$ cat src/hdl/adb_pkg.sv
// constants shared by the conversion result double buffer
package adb_pkg;
  localparam int STATUS_W = 16;            // status word leading every serial frame
  localparam int DEF_NCH = 2;              // converter channels
  localparam int DEF_RES_W = 24;           // bits per conversion result
  localparam int CLK_PERIOD_NS = 8;        // 125 MHz system clock
  localparam int BRIEF_HIGH_NS = 16;       // level format: short high before a new fall
  localparam int PULSE_LOW_NS = 32;        // pulse format: low pulse width
  localparam int BRIEF_HIGH_CYC = (BRIEF_HIGH_NS + CLK_PERIOD_NS - 1) / CLK_PERIOD_NS;
  localparam int PULSE_LOW_CYC = (PULSE_LOW_NS + CLK_PERIOD_NS - 1) / CLK_PERIOD_NS;
  localparam int TMR_W = 8;                // width of the ready pin timers
  localparam logic FMT_LEVEL = 1'h0;       // ready_signal_format encodings
  localparam logic FMT_PULSE = 1'h1;
endpackage : adb_pkg

$ cat src/hdl/adb_chan_stage.sv
// one channel: conversion-side output stage and host-side queue stage
module adb_chan_stage import adb_pkg::*; #(
  parameter int RES_W = DEF_RES_W
) (
  input wire logic clk,                 // system clock
  input wire logic rst_n,               // async reset, active low
  input wire logic flush,               // resync strobe, empties both stages
  input wire logic new_valid,           // one-cycle pulse: new conversion result
  input wire logic [RES_W-1:0] new_data, // the new result
  input wire logic read_done,           // one-cycle pulse: queue word fully shifted out
  output logic [RES_W-1:0] conv_q,      // conversion-side output stage
  output logic [RES_W-1:0] queue_q,     // host-side queue stage
  output logic unread,                  // queue holds a result not yet read
  output logic pending,                 // output stage is one result ahead of the queue
  output logic queue_load               // queue takes a new value this cycle
);
  // a zero-width result would leave nothing to stage
  if (RES_W < 1) begin : g_bad_width
    $error("result width must be at least one bit");
  end
  logic [RES_W-1:0] conv_ff;
  logic [RES_W-1:0] queue_ff;
  logic read_ff;
  logic behind_ff;

  // the output stage always follows the converter
  always_ff @(posedge clk or negedge rst_n) begin
    if (!rst_n) begin
      conv_ff <= '0;
    end else if (flush) begin
      conv_ff <= '0;
    end else if (new_valid) begin
      conv_ff <= new_data;
    end
  end

  // queue stage and its read bookkeeping; an empty queue counts as read so the first result lands in both
  always_ff @(posedge clk or negedge rst_n) begin
    if (!rst_n) begin
      queue_ff <= '0;
      read_ff <= 1'h1;
      behind_ff <= 1'h0;
    end else if (flush) begin
      queue_ff <= '0;
      read_ff <= 1'h1;
      behind_ff <= 1'h0;
    end else if (new_valid) begin
      if (read_ff || read_done || behind_ff) begin
        queue_ff <= new_data;           // both stages take the result
        read_ff <= 1'h0;
        behind_ff <= 1'h0;
      end else begin
        behind_ff <= 1'h1;              // stale result stays queued
      end
    end else if (read_done) begin
      if (behind_ff) begin
        queue_ff <= conv_ff;            // pending result moves up
        read_ff <= 1'h0;
        behind_ff <= 1'h0;
      end else begin
        read_ff <= 1'h1;                // contents stay, may be re-read
      end
    end
  end

  assign conv_q = conv_ff;
  assign queue_q = queue_ff;
  assign unread = !read_ff;
  assign pending = behind_ff;
  assign queue_load = !flush && ((new_valid && (read_ff || read_done || behind_ff)) || (!new_valid && read_done && behind_ff));

  a_conv_load: assert property (@(posedge clk) disable iff (!rst_n)
    new_valid && !flush |=> conv_ff == $past(new_data)) else $error("output stage missed a result");
  a_both_load: assert property (@(posedge clk) disable iff (!rst_n)
    new_valid && !flush && read_ff |=> queue_ff == conv_ff) else $error("stages differ after read result");
  a_keep_stale: assert property (@(posedge clk) disable iff (!rst_n)
    new_valid && !flush && !read_ff && !behind_ff && !read_done |=> $stable(queue_ff) && behind_ff)
    else $error("unread queue result was replaced");
  a_copy_pend: assert property (@(posedge clk) disable iff (!rst_n)
    read_done && !new_valid && behind_ff && !flush |=> queue_ff == $past(conv_ff) && !read_ff)
    else $error("pending result not moved to queue");
  a_drop_two: assert property (@(posedge clk) disable iff (!rst_n)
    new_valid && behind_ff && !flush |=> queue_ff == $past(new_data) && !behind_ff)
    else $error("third result not loaded in both stages");
  a_reread: assert property (@(posedge clk) disable iff (!rst_n)
    read_done && !new_valid && !behind_ff && !flush |=> $stable(queue_ff) && $stable(conv_ff))
    else $error("re-read changed a stage");
  a_flush_empty: assert property (@(posedge clk) disable iff (!rst_n)
    flush |=> queue_ff == '0 && conv_ff == '0 && read_ff) else $error("resync did not empty stages");
endmodule : adb_chan_stage

$ cat src/hdl/adc_result_double_buffer.sv
// conversion result double buffer with serial readout and ready pin
// How it works
// - each channel keeps an output stage and a queue stage, one result each
// - serial words always come from the queue stage
// - a new result loads the output stage at once
// - if the queued result was read, the new result loads both stages
// - if the queued result is unread, it stays; only the output stage updates
// - reading a stale queued result moves the pending result into the queue
// - two results missed: the third loads both stages, older ones lost
// - re-reading an already-read queue changes nothing
// - level format: ready falls on new data, rises when all words shifted out
// - pulse format: each new queued result gives a short low pulse
// - level format, unread: ready stays low, brief high before next fall
// - pulse format, unread: one pulse skipped, half rate with no reads
// - status ready flags clear when the channel word is read, unless a pending result moves into the queue
// - resync strobe restarts conversions and empties every stage
// - level format: narrow high pulse after the stale set is read out
module adc_result_double_buffer import adb_pkg::*; #(
  parameter int NCH = DEF_NCH,
  parameter int RES_W = DEF_RES_W
) (
  input wire logic clk,                      // system clock, 125 MHz
  input wire logic rst_n,                    // async reset, active low
  input wire logic [NCH-1:0] res_valid,      // per channel new result pulse, clk domain
  input wire logic [NCH*RES_W-1:0] res_data, // results, channel 0 in the low bits
  input wire logic ready_signal_format,      // 0 level, 1 pulse, clk domain
  input wire logic sclk,                     // serial clock pin from the host
  input wire logic cs_n,                     // frame select pin, active low
  input wire logic sync_reset_n,             // resync pin, active low strobe
  output logic dout,                         // serial data, changes on sclk fall
  output logic sample_ready_n,               // ready pin, active low
  output logic [NCH-1:0] ready_flags,        // per channel data ready status bits
  output logic conv_restart                  // pulse to the filters to realign
);
  localparam int FRAME_W = STATUS_W + NCH * RES_W;
  localparam int CNT_W = $clog2(FRAME_W + 1);

  // refuse sizes that the status word or the pin timers cannot carry
  if (NCH < 1 || NCH > STATUS_W || RES_W < 1) begin : g_bad_size
    $error("unsupported channel count or result width");
  end
  if (PULSE_LOW_CYC < 1 || PULSE_LOW_CYC >= 2 ** TMR_W || BRIEF_HIGH_CYC >= 2 ** TMR_W) begin : g_bad_timer
    $error("ready pin widths do not fit the timer");
  end

  // pins cross into clk with two flops; the third stage only remembers the last synced value
  logic [1:0] sclk_s_ff, cs_s_ff, sync_s_ff;
  logic sclk_d_ff, cs_d_ff, sync_d_ff;
  always_ff @(posedge clk or negedge rst_n) begin
    if (!rst_n) begin
      sclk_s_ff <= 2'h0;
      cs_s_ff <= 2'h3;
      sync_s_ff <= 2'h3;
      sclk_d_ff <= 1'h0;
      cs_d_ff <= 1'h1;
      sync_d_ff <= 1'h1;
    end else begin
      sclk_s_ff <= {sclk_s_ff[0], sclk};
      cs_s_ff <= {cs_s_ff[0], cs_n};
      sync_s_ff <= {sync_s_ff[0], sync_reset_n};
      sclk_d_ff <= sclk_s_ff[1];
      cs_d_ff <= cs_s_ff[1];
      sync_d_ff <= sync_s_ff[1];
    end
  end

  logic sclk_rise, sclk_fall, frame_start, in_frame, flush;
  assign sclk_rise = sclk_s_ff[1] && !sclk_d_ff;
  assign sclk_fall = !sclk_s_ff[1] && sclk_d_ff;
  assign frame_start = !cs_s_ff[1] && cs_d_ff;
  assign in_frame = !cs_s_ff[1];
  assign flush = !sync_s_ff[1] && sync_d_ff;  // falling edge of the resync pin

  // per channel stages
  logic [NCH*RES_W-1:0] queue_all;
  logic [NCH-1:0] unread, pending, qload, read_done;
  genvar gc;
  generate
    for (gc = 0; gc < NCH; gc++) begin : g_ch
      adb_chan_stage #(.RES_W(RES_W)) u_stage (
        .clk(clk),
        .rst_n(rst_n),
        .flush(flush),
        .new_valid(res_valid[gc]),
        .new_data(res_data[gc*RES_W +: RES_W]),
        .read_done(read_done[gc]),
        .conv_q(),
        .queue_q(queue_all[gc*RES_W +: RES_W]),
        .unread(unread[gc]),
        .pending(pending[gc]),
        .queue_load(qload[gc])
      );
    end
  endgenerate

  // frame image: status word, then channel 0 first, msb first
  logic [FRAME_W-1:0] frame_img;
  always_comb begin
    frame_img = '0;
    frame_img[FRAME_W-STATUS_W +: NCH] = unread;
    for (int c = 0; c < NCH; c++) begin
      frame_img[FRAME_W-STATUS_W-(c+1)*RES_W +: RES_W] = queue_all[c*RES_W +: RES_W];
    end
  end

  // shifter: snapshot at frame start so a result landing mid-frame cannot tear a word
  // bits past the frame end shift in zeros and the counter stops at the frame length
  logic [FRAME_W-1:0] sh_ff;
  logic [CNT_W-1:0] bit_cnt_ff;
  always_ff @(posedge clk or negedge rst_n) begin
    if (!rst_n) begin
      sh_ff <= '0;
      bit_cnt_ff <= '0;
    end else if (frame_start) begin
      sh_ff <= frame_img;
      bit_cnt_ff <= '0;
    end else if (in_frame) begin
      if (sclk_fall) begin
        sh_ff <= {sh_ff[FRAME_W-2:0], 1'h0};
      end
      if (sclk_rise && bit_cnt_ff != CNT_W'(FRAME_W)) begin
        bit_cnt_ff <= bit_cnt_ff + 1'h1;
      end
    end
  end

  // a word is read on the host edge that takes its last bit; a cut frame never gets there
  always_comb begin
    for (int c = 0; c < NCH; c++) begin
      read_done[c] = in_frame && sclk_rise &&
        (bit_cnt_ff == CNT_W'(STATUS_W + (c + 1) * RES_W - 1));
    end
  end

  // ready pin timers
  logic rdy_n_ff, load_evt;
  logic [TMR_W-1:0] tmr_ff;
  // limitation: a channel converting out of step with channel 0 gives no pulse or brief high; it moves the level pin only through its unread flag
  assign load_evt = qload[0];           // channels convert together, so channel 0 paces the pin
  always_ff @(posedge clk or negedge rst_n) begin
    if (!rst_n) begin
      tmr_ff <= '0;
    end else if (load_evt && ready_signal_format == FMT_PULSE) begin
      tmr_ff <= TMR_W'(PULSE_LOW_CYC);  // skipped loads give no pulse
    end else if (load_evt && !rdy_n_ff) begin
      tmr_ff <= TMR_W'(BRIEF_HIGH_CYC); // pin already low: short high first
    end else if (tmr_ff != '0) begin
      tmr_ff <= tmr_ff - 1'h1;
    end
  end

  // pin level: pulse format is the low timer, level format tracks unread data
  // the brief high costs two cycles of low, but gives the host a fresh falling edge
  logic nxt_rdy_n;
  always_comb begin
    if (ready_signal_format == FMT_PULSE) begin
      nxt_rdy_n = (tmr_ff == '0);
    end else begin
      nxt_rdy_n = (tmr_ff != '0) || !(|unread);
    end
  end

  // outputs, all registered
  logic [NCH-1:0] ready_flags_ff;
  logic conv_restart_ff;
  always_ff @(posedge clk or negedge rst_n) begin
    if (!rst_n) begin
      rdy_n_ff <= 1'h1;
      ready_flags_ff <= '0;
      conv_restart_ff <= 1'h0;
    end else begin
      rdy_n_ff <= nxt_rdy_n;
      ready_flags_ff <= unread;
      conv_restart_ff <= flush;
    end
  end
  assign sample_ready_n = rdy_n_ff;
  assign ready_flags = ready_flags_ff;
  assign conv_restart = conv_restart_ff;
  assign dout = sh_ff[FRAME_W-1];

  // checks on the serial side, the read bookkeeping and the pin; the format is held over each window
  a_frame_load: assert property (@(posedge clk) disable iff (!rst_n)
    frame_start |=> sh_ff == $past(frame_img)) else $error("frame not loaded from queue stages");
  a_read_whole: assert property (@(posedge clk) disable iff (!rst_n)
    read_done[0] |-> bit_cnt_ff == CNT_W'(STATUS_W + RES_W - 1)) else $error("read marked before word end");
  a_flag_clear: assert property (@(posedge clk) disable iff (!rst_n)
    read_done[0] && !res_valid[0] && !pending[0] && !flush |=> ##1 !ready_flags[0])
    else $error("ready flag not cleared by read");
  a_pulse_low: assert property (@(posedge clk) disable iff (!rst_n)
    load_evt && ready_signal_format == FMT_PULSE ##1 ready_signal_format == FMT_PULSE |=> !sample_ready_n)
    else $error("no low pulse for new result");
  a_level_high: assert property (@(posedge clk) disable iff (!rst_n)
    ready_signal_format == FMT_LEVEL && tmr_ff == '0 && !(|unread) |=> sample_ready_n)
    else $error("ready low with all data read");
  a_restart: assert property (@(posedge clk) disable iff (!rst_n)
    flush |=> conv_restart ##1 !conv_restart) else $error("restart pulse wrong");

  // pin shape: low while data wait, a brief high on a reload, no pulse without a load
  a_level_low: assert property (@(posedge clk) disable iff (!rst_n)
    ready_signal_format == FMT_LEVEL && tmr_ff == '0 && (|unread) |=> !sample_ready_n)
    else $error("ready high with unread data");
  a_brief_high: assert property (@(posedge clk) disable iff (!rst_n)
    load_evt && !rdy_n_ff && ready_signal_format == FMT_LEVEL ##1 ready_signal_format == FMT_LEVEL
    |=> sample_ready_n) else $error("no brief high before a new fall");
  a_pulse_idle: assert property (@(posedge clk) disable iff (!rst_n)
    ready_signal_format == FMT_PULSE && tmr_ff == '0 && !load_evt ##1 ready_signal_format == FMT_PULSE
    |=> sample_ready_n) else $error("pulse without a queue load");

  // the shifter only moves on a frame start or a synced clock fall; resync clears the flags
  a_shift_hold: assert property (@(posedge clk) disable iff (!rst_n)
    !frame_start && !(in_frame && sclk_fall) |=> $stable(sh_ff))
    else $error("shifter moved without a clock fall");
  a_flush_flags: assert property (@(posedge clk) disable iff (!rst_n)
    flush |=> ##1 ready_flags == '0) else $error("ready flags survive resync");
endmodule : adc_result_double_buffer

$ cat config.mk
export PLATFORM = sky130hd
export DESIGN_NAME = adc_result_double_buffer
export DESIGN_NICKNAME = d
export VERILOG_FILES = /design/src/hdl/adb_pkg.sv /design/src/hdl/adb_chan_stage.sv /design/src/hdl/adc_result_double_buffer.sv
export SDC_FILE = /design/constraint.sdc
export NUM_CORES = 1
export LEC_CHECK = 0
export ABC_AREA = 0
export BUFFER_PORTS_ARGS = -buffer_cell sky130_fd_sc_hd__buf_2
export CORE_ASPECT_RATIO = 0.6
export CORE_MARGIN = 4
export CORE_UTILIZATION = 60
export DETAILED_ROUTE_END_ITERATION = 12
export PLACE_DENSITY = 0.8
export REMOVE_ABC_BUFFERS = 1
export SETUP_SLACK_MARGIN = 0.1
export SYNTH_ARGS = -nofsm -noshare
export SYNTH_HDL_FRONTEND = slang
export SYNTH_SLANG_ARGS = --single-unit
$ cat constraint.sdc
create_clock -name clk -period 6 [get_ports clk]
set_input_delay 1.2 -clock clk [delete_from_list [all_inputs] [get_ports clk]]
set_output_delay 1.2 -clock clk [all_outputs]
set_load 0.005 [all_outputs]
### After elaboration in Yosys (flattened, before gate mapping)

Index checks and enable logic that the tools add are counted.

| word-level totals | value |
|---|---|
| flip-flop bits (word level) | 192 |
| output and inout bits | 5 |

| cells by class | value |
|---|---|
| $add $sub $neg | 2 |
| equal/unequal tests | 6 |
| muxes and demuxes | 42 |
| reduce and logical (&&, ||, !) cells | 48 |

Operators with widths:

| operator | number |
|---|---|
| two-way mux 24 bit | 14 |
| two-way mux 64 bit | 3 |
| two-way mux 8 bit | 3 |
| two-way mux 7 bit | 3 |
| two-way mux 1 bit | 19 |
| nonzero test 3 bit | 5 |
| == test 7 x 6 -> 1 bit (second input constant) | 2 |
| logical AND 1 bit | 14 |
| logical NOT 1 bit | 10 |
| logical NOT 8 bit | 1 |
| AND reduction 2 bit | 4 |
| nonzero test 2 bit | 4 |
| nonzero test 8 bit | 1 |
| subtractor 8 x 1 -> 8 bit (second input constant) | 1 |
| adder 7 x 1 -> 7 bit (second input constant) | 1 |
| != test 7 bit (second input constant) | 1 |
| logical OR 1 bit | 6 |
| != test 3 x 1 -> 1 bit (second input constant) | 2 |
| AND reduction 3 bit | 2 |
| != test 2 x 1 -> 1 bit (second input constant) | 1 |
| OR reduction 2 bit | 1 |

### Logic depth before layout (Yosys ltp)

Gate-level depths: netlist (run 1).

| logic depth | value |
|---|---|
| depth after elaboration | 12 |
| gate-level depth with buffers | 6 |
| gate-level depth less buffers | 6 |

### Cells and area by module

From an unflattened synthesis (run 1), not the netlist that was laid out.

| unflattened totals | value |
|---|---|
| cell total of the unflattened synthesis | 784 |
| area, all modules | 8494.4 um2 |

By module, submodules not included:

| module | times used | cells an instance | area an instance (um2) | seq. area each (um2) |
|---|---|---|---|---|
| adb_chan_stage | 2 | 166 | 2215.9 | 1252.5 |
| adc_result_double_buffer | 1 | 452 | 4062.6 | 2311.0 |

### Worst setup path after synthesis (run 1)

No wires, ideal clock.

| timing | value |
|---|---|
| kind | input to register |
| from | input res_valid[1] |
| to | register g_ch[1].u_stage.queue_ff[0] |
| library setup time | 0.125 ns |
| arrival | 2.557 ns |
| data required time | 5.875 ns |
| setup slack | 3.318 ns |
| stages | 5 |
| buffers on the path | 2 |
| path through | clkbuf_1 or2_2 a21oi_2 buf_6 mux2_4 |

| between the ends | value |
|---|---|
| cells in the longest elaborated chain, start to end | 2 |
| elaborated cells between the ends (all ways) | 6 |

RTL lines:

| what | RTL line | text |
|---|---|---|
| from (decl) | adc_result_double_buffer.sv:24 | `input wire logic [NCH-1:0] res_valid,` |
| != test 3 x 1 -> 1 bit (no source line) (tied with other cells) | - |  |
| AND reduction 3 bit (no source line) or two-way mux 24 bit (tied branches) | - |  |
| to (signal assigned) | adb_chan_stage.sv:49 | `queue_ff <= new_data;` |
| to (signal assigned) | adb_chan_stage.sv:57 | `queue_ff <= conv_ff;` |
| to (decl) | adb_chan_stage.sv:22 | `logic [RES_W-1:0] queue_ff;` |

Parallel ways exist; a longest one is shown, timed or not.
A chain may end at the register's enable or synchronous reset.

### Worst setup path in the final report (run 1)

| timing | value |
|---|---|
| from | input res_valid[1] |
| to | register g_ch[1].u_stage.queue_ff[19] |

Same word-level chain as after synthesis.

==> results by group, run 1 <==
Global route
  • First-pass GRT wire length: 26,300 um
  • Initial antenna violation count: 0
  • Overflow after GRT: 0
  • Gr usage total: 20.6%
  • Pin count of the biggest net entering global routing: 108
  • Vias in the first global route: 5,363

Clock network
  • CTS-repair resized insts: 0
  • H-tree levels: 4
  • TritonCTS clock tree: done
  • TritonCTS buffer count: 17
  • CTS sink cnt: 192
  • Root Buffer: clkbuf_16
  • CTS Buffer Depth: 2
  • Clk slew on worst S/H paths: 0.06 ns
  • Clock latency at the later pin of the worst-skew pair: 0.42 ns
  • Postcts setup bufs: 0
  • CTS hold repair buffers: 0

Pwr
  • Worst VDD drop: 0.197 mV
  • Total power: 3.26 mW
  • Leakage Power: 4.42 nW
  • Pwr/cell area: 353 mW/mm^2

Worst setup path
  • Max Fanout on Critical Path: 28
  • Top delay family on crit path: compound AO/OA/AOI/OAI gates
  • Worst EP arrival: 3.24 ns
  • Critical path capture point type: register
  • Crit Path Category: in -> reg
  • CP startpoint kind: input port
  • Worst path slowest cell: a21oi_4
  • Max incr delay on CP: 0.85 ns
  • Crit path cell chain: buf_2, buf_4, or2_2, a21oi_4, mux2_2
  • Worst EP required: 6.30 ns
  • Crit path buf inv count: 2
  • R2r startpoint: sync_s_ff[1]
  • CP startpoint: res_valid[1]

Logic synthesis
  • Number of flops mapped to enable cells by yosys: 0
  • Distinct cells, synth: 47
  • Top cells by area, synth: dfrtp_1 56%, mux2i_1 13%, mux2_2 4.2%
  • Ys flop type: dfrtp_1
  • #FFs+latches synth: 192
  • Yosys warns: 0
  • Seq/Total Area, Yosys: 58.6%
  • Synth Instances: 681
  • Asr flop ratio synth: 100%
  • Cell taking the most area after synthesis: dfrtp_1
  • Average cell area after synthesis: 12.1 um^2
  • Synth Cell Area: 0.00822 mm^2
  • Top-area cell type share of the netlist area: 55.7%
  • Count leader, synth: dfrtp_1
  • Top cells by count, synth: 183 x dfrtp_1, 106 x mux2i_1, 78 x nor2_1

Timing
  • Final Hold Vio Count: 0
  • Period Utilization, post-route: 48.9%
  • Final setup viols: 0
  • Final Critical Period: 2.94 ns
  • Worst Max-Slew Pin Slew: 1.08 ns
  • Setup TNS: 0 ns
  • Slew HR: 27.9%
  • Max-slew violation count: 0
  • RSZ-0062 raised after global routing: no
  • F_max: 341 MHz
  • Clk_skew: 0.0101 ns

Job
  • Max-Cap Viols: 0

Worst hold path
  • HP Start: cs_s_ff[0]
  • Hold crit path type: reg -> reg

Floorplan
  • Ports: 61
  • Die Wd: 159 um
  • Starting Density: 62.6%
  • Row Count: 32
  • Core Area: 0.0131 mm^2
  • Die area: 0.0157 mm^2
  • Die height: 98.6 um

Finish
  • Antenna diodes: 0
  • Finished Cell Area: 0.00923 mm^2
  • P&R area growth vs syn: 12.3%
  • Layout net count: 789
  • Fill count: 923
  • Register area: 0.00482 mm^2
  • Multi-input gate area in the final layout: 0.00321 mm^2
  • Layout cells sized above 1: 22.1%

Place
  • Placed Area: 0.00864 mm^2
  • Final Wtd Congestion: 0.765
  • DP HPWL: 9270 um
  • Port Buffers: 60

Detailed routing
  • 1st-iter DRT viols: 311
  • Final Routed Wirelength: 14,900 um
  • Drt drc: 0
  • Routed vias/inst: 5.54
  • DR WL/cell: 16.4 um
  • Post-route antenna net violation count: 0
  • Drt first pass iters: 4
  • Vias: 5,043

Outcome
  • Status: complete, no violations
==> per-layer routing <==
| metal | vias to the layer above | wire [um] | GRT usage (%) |
|---|---|---|---|
| li1 | 2426 | - | - |
| met1 | 2513 | 7180 | 28.5 |
| met2 | 92 | 7080 | 33.2 |
| met3 | 12 | 556 | 5.47 |
| met4 | 0 | 124 | 5.20 |
| met5 | - | 0 | 0 |
==> registers in the layout (all words and copies together) (netlist names) <==
register	cells
tmr_ff	8
g_ch.u_stage.queue_q	48
sync_d_ff	1
cs_s_ff	2
sclk_d_ff	1
conv_restart	1
g_ch.u_stage.pending	2
sclk_s_ff	2
ready_flags	2
bit_cnt_ff	7
sync_s_ff	2
sh_ff	64
sample_ready_n	1
g_ch.u_stage.conv_q	48
cs_d_ff	1
g_ch.u_stage.read_ff	2
==> metrics by stage <==
| step | hold WS (ns) | util, % | setup slack (ns) | cells |
|---|---|---|---|---|
| global route | 0.367 | 70.3 | 3.00 | 911 |
| global placement | 0.344 | 65.8 | 2.70 | 880 |
| floorplan | 0.331 | - | 1.73 | 643 |
| detailed placement | 0.343 | 65.8 | 2.60 | 880 |
| finish | 0.358 | 70.3 | 3.06 | 911 |
| CTS | 0.361 | 70.3 | 3.05 | 911 |
==> cells by family (layout without fill, tap and decap cells) <==
family	after synthesis	in the layout	synth area share, %
compound gates	80	80	5.71
xor+xnor	12	12	1.28
fa+ha+maj	4	4	0.609
buf+inv	49	109	2.57
flops	192	192	58.6
mux	157	157	20.8
simple gates	187	187	10.4
==> path summary, 6_finish.rpt <==
path / cells past startpoint / slack (ns) / endpoint
worst max-delay path: 5 / 3.06 / g_ch[1].u_stage.queue_q[19]
worst max register to register: 5 / 3.56 / g_ch[1].u_stage.queue_q[19]
max in group asynchronous: 2 / 4.03 / g_ch[1].u_stage.queue_q[7]
worst min register to register: 0 / 0.36 / cs_s_ff[1]
worst min-delay path: 0 / 0.36 / cs_s_ff[1]
min in group asynchronous: 1 / 0.86 / sclk_s_ff[0]
==> power breakdown <==
part | internal (mW) | switching [mW]
logic | 0.250 | 0.266
clock network | 0.641 | 0.478
registers | 1.50 | 0.122
total | 2.39 | 0.866
==> placed cells by master (no fill, tap or decap), types with 2 or more instances in the layout <==
| cell | Yosys | final |
|---|---|---|
| o311ai_0 | 2 | 2 |
| and2_1 | 25 | 25 |
| and3_1 | 2 | 2 |
| a21oi_1 | 4 | 4 |
| mux2_2 | 31 | 31 |
| clkinv_4 | 0 | 3 |
| xor2_1 | 4 | 4 |
| or3_1 | 2 | 2 |
| nor3_1 | 4 | 4 |
| bufinv_16 | 0 | 2 |
| dfstp_2 | 9 | 9 |
| nand2b_1 | 5 | 5 |
| a22o_1 | 5 | 5 |
| buf_2 | 10 | 59 |
| nor2b_1 | 3 | 3 |
| buf_4 | 0 | 7 |
| nor2_1 | 78 | 78 |
| nand3_1 | 4 | 4 |
| a31oi_1 | 3 | 3 |
| clkbuf_1 | 22 | 2 |
| mux2i_1 | 106 | 106 |
| inv_6 | 0 | 4 |
| o21ai_0 | 55 | 55 |
| ha_1 | 4 | 4 |
| clkbuf_16 | 0 | 17 |
| nand2_1 | 54 | 54 |
| inv_1 | 10 | 10 |
| xnor2_1 | 8 | 8 |
| clkbuf_8 | 0 | 3 |
| mux2_4 | 20 | 20 |
| dfrtp_1 | 183 | 183 |
==> final cells by class <==
| type | instances | area share (%) |
|---|---|---|
| clock buffers | 21 | 4.99 |
| repair buffers | 67 | 3.92 |
| multi-input cells | 440 | 34.8 |
| flip-flops and latches | 192 | 52.2 |
| well taps | 170 | 2.30 |
| clock inverters | 10 | 1.37 |
| inverters | 11 | 0.447 |
Note: power is estimated with default switching activity, not from simulation.
==> inputs of run 2 (changes only) <==
Settings changed: ABC_AREA 0 to 1.
Clock period 6 ns to 2.96 ns, I/O delays scaled along.
==> run 2 against run 1 <==
Against the previous run:
- routed wire length increased by 21%
- synthesized area decreased by 2.4%
- combinational power grew 130%
- utilization increased by 0.66 points
- flip-flop and latch count is the same
- via count rose by 27%
- critical path type is now reg -> reg
- non-clock buffer count rose by 17
- critical path depth up 3
==> results by group, run 2 <==
Finish
  • Layout cells sized above 1: 14.4%
  • Antenna diodes: 0
  • Commonest non-fill, non-tap cells in the layout: 329 x nand2_1, 183 x dfrtp_1, 86 x nor2_1, 70 x a21oi_1, 59 x buf_2
  • Layout net count: 1,022
  • Reg with most FFs: sh_ff
  • Max FFs per register: 64
  • Most common cell after layout, fill and taps aside: nand2_1
  • Non-Filler Instances: 1,145
  • Final Util: 70.9%
  • P&R area growth vs syn: 14.7%

Floorplan
  • Starting Density: 61.8%
  • Die Wd: 157 um
  • Row Count: 32
  • Core Area: 0.0130 mm^2
  • Ports: 61
  • Die height: 97.6 um
  • Die area: 0.0153 mm^2

Logic synthesis
  • Cell taking the most area after synthesis: dfrtp_1
  • Number of flops mapped to enable cells by yosys: 0
  • Top cells by count, synth: 329 x nand2_1, 183 x dfrtp_1, 86 x nor2_1
  • #FFs+latches synth: 192
  • Asr flop ratio synth: 100%
  • Seq/Total Area, Yosys: 60.0%
  • Synth Instances: 911
  • Top cells by area, synth: dfrtp_1 57%, nand2_1 15%, a21oi_1 4.4%
  • Count leader, synth: nand2_1
  • Distinct cells, synth: 35
  • Ys flop type: dfrtp_1
  • Top-area cell type share of the netlist area: 57.1%
  • Synth Cell Area: 0.00802 mm^2
  • Yosys warns: 0
  • Average cell area after synthesis: 8.81 um^2

Clock network
  • Clock latency at the later pin of the worst-skew pair: 0.43 ns
  • H-tree levels: 4
  • Clk slew on worst S/H paths: 0.07 ns
  • Postcts setup bufs: 0
  • CTS Buffer Depth: 2
  • CTS hold repair buffers: 0
  • TritonCTS clock tree: done
  • Root Buffer: clkbuf_16
  • CTS-repair resized insts: 0
  • TritonCTS buffer count: 17
  • CTS sink cnt: 192

Timing
  • Setup WS post-layout: 0.759 ns
  • Worst Max-Slew Pin Slew: 0.904 ns
  • Setup TNS: 0 ns
  • F_max: 454 MHz
  • Slew HR: 39.7%
  • Period Utilization, post-route: 74.4%
  • Final Hold Vio Count: 0
  • Clk_skew: 0.0123 ns
  • Final setup viols: 0
  • RSZ-0062 raised after global routing: no
  • Final Critical Period: 2.20 ns
  • Max-slew violation count: 0

Worst setup path
  • Worst EP required: 3.27 ns
  • Max Fanout on Critical Path: 24
  • Worst path slowest cell: dfstp_2
  • Max incr delay on CP: 0.52 ns
  • Crit path cell chain: inv_1, nor2_4, nor2_1, o21ai_2, buf_4, nand2_4, nand2_1, nand2_1
  • Top delay family on crit path: simple AND/OR/NAND/NOR gates
  • Crit Path Category: reg -> reg
  • Critical path capture point type: register
  • Worst EP arrival: 2.52 ns
  • CP startpoint kind: register
  • Crit-path most repeated cell: nand2_1
  • Crit path buf inv count: 2

Detailed routing
  • DR WL/cell: 15.8 um
  • Post-route antenna net violation count: 0
  • Drt drc: 0
  • Drt first pass iters: 5
  • Final Routed Wirelength: 18,100 um
  • 1st-iter DRT viols: 592
  • Vias: 6,401
  • Routed vias/inst: 5.59

Global route
  • First-pass GRT wire length: 30,400 um
  • Initial antenna violation count: 0
  • Pin count of the biggest net entering global routing: 67
  • Overflow after GRT: 0
  • Gr usage total: 24.7%
  • Vias in the first global route: 6,086

Place
  • Final Wtd Congestion: 0.832
  • Port Buffers: 60
  • DP HPWL: 11,400 um
  • DP Worst Slack: 0.759 ns
  • Placed cells: 1,113

Outcome
  • Status: complete, no violations

Pwr
  • Pwr/cell area: 763 mW/mm^2
  • Worst VDD drop: 0.415 mV
  • Leakage Power: 4.48 nW
  • Total power: 7.02 mW

Worst hold path
  • Hold crit path type: in -> async

Job
  • Max-Cap Viols: 0
-- run 2: cell count changes in the layout (fill, tap and decap cells not counted), moves of 16 or more --
cell | previous run | this run
inv_1 | 10 | 26
nand2_1 | 54 | 329
mux2i_1 | 106 | 1
nand3_1 | 4 | 34
and2_1 | 25 | 0
mux2_2 | 31 | 0
a31oi_1 | 3 | 49
a21oi_1 | 4 | 70
o21ai_0 | 55 | 30
mux2_4 | 20 | 0
-- run 2: worst paths after layout --
kind	startpoint	endpoint	slack (ns)	depth (start not counted)
worst max-delay path	sync_d_ff	g_ch[1].u_stage.queue_q[18]	0.76	8
worst min-delay path	rst_n	g_ch[0].u_stage.conv_q[11]	0.16	1
min in group clk	cs_n	cs_s_ff[0]	0.26	1
max in group asynchronous	rst_n	sh_ff[50]	2.04	2
worst min register to register	sclk_s_ff[0]	sclk_s_ff[1]	0.36	0
worst max register to register	sync_d_ff	g_ch[1].u_stage.queue_q[18]	0.76	8
-- run 2: area by class of cell --
| class | instances | area [um^2] |
|---|---|---|
| flip-flops and latches | 192 | 4820 |
| clock inverters | 12 | 180 |
| fillers | 972 | 3770 |
| well taps | 170 | 213 |
| inverters | 30 | 113 |
| clock buffers | 20 | 457 |
| multi-input cells | 637 | 2870 |
| repair buffers | 84 | 552 |
-- run 2: cell families after synthesis --
kind of cell / synth area share (%)
simple gates: 23.6
flops: 60.0
compound gates: 10.8
buf+inv: 4.30
xor+xnor: 0.546
fa+ha+maj: 0.624
mux: 0.125
-- run 2: layer usage --
layer  GRT usage [%]  up-vias  part of all wire, %
li1                -     3066                    -
met1            37.9     3061                   47
met2            36.1      253                   45
met3            5.43       21                  7.1
met4            6.15        0                  1.2
met5               0        -                    0
-- run 2: power breakdown --
part	total, mW	switching (mW)	internal [mW]
clock	2.47	1.00	1.47
combinational	1.17	0.727	0.443
sequential	3.38	0.293	3.09
total	7.02	2.02	5.00
-- run 2: per-stage QoR --
step | area, um^2 | hold slack (ns)
final | 9200 | 0.161
after global routing | 9200 | 0.193
after CTS | 9200 | 0.173
after detailed placement | 8570 | 0.338
after global placement | 8570 | 0.344
after floorplan | 7790 | 0.296
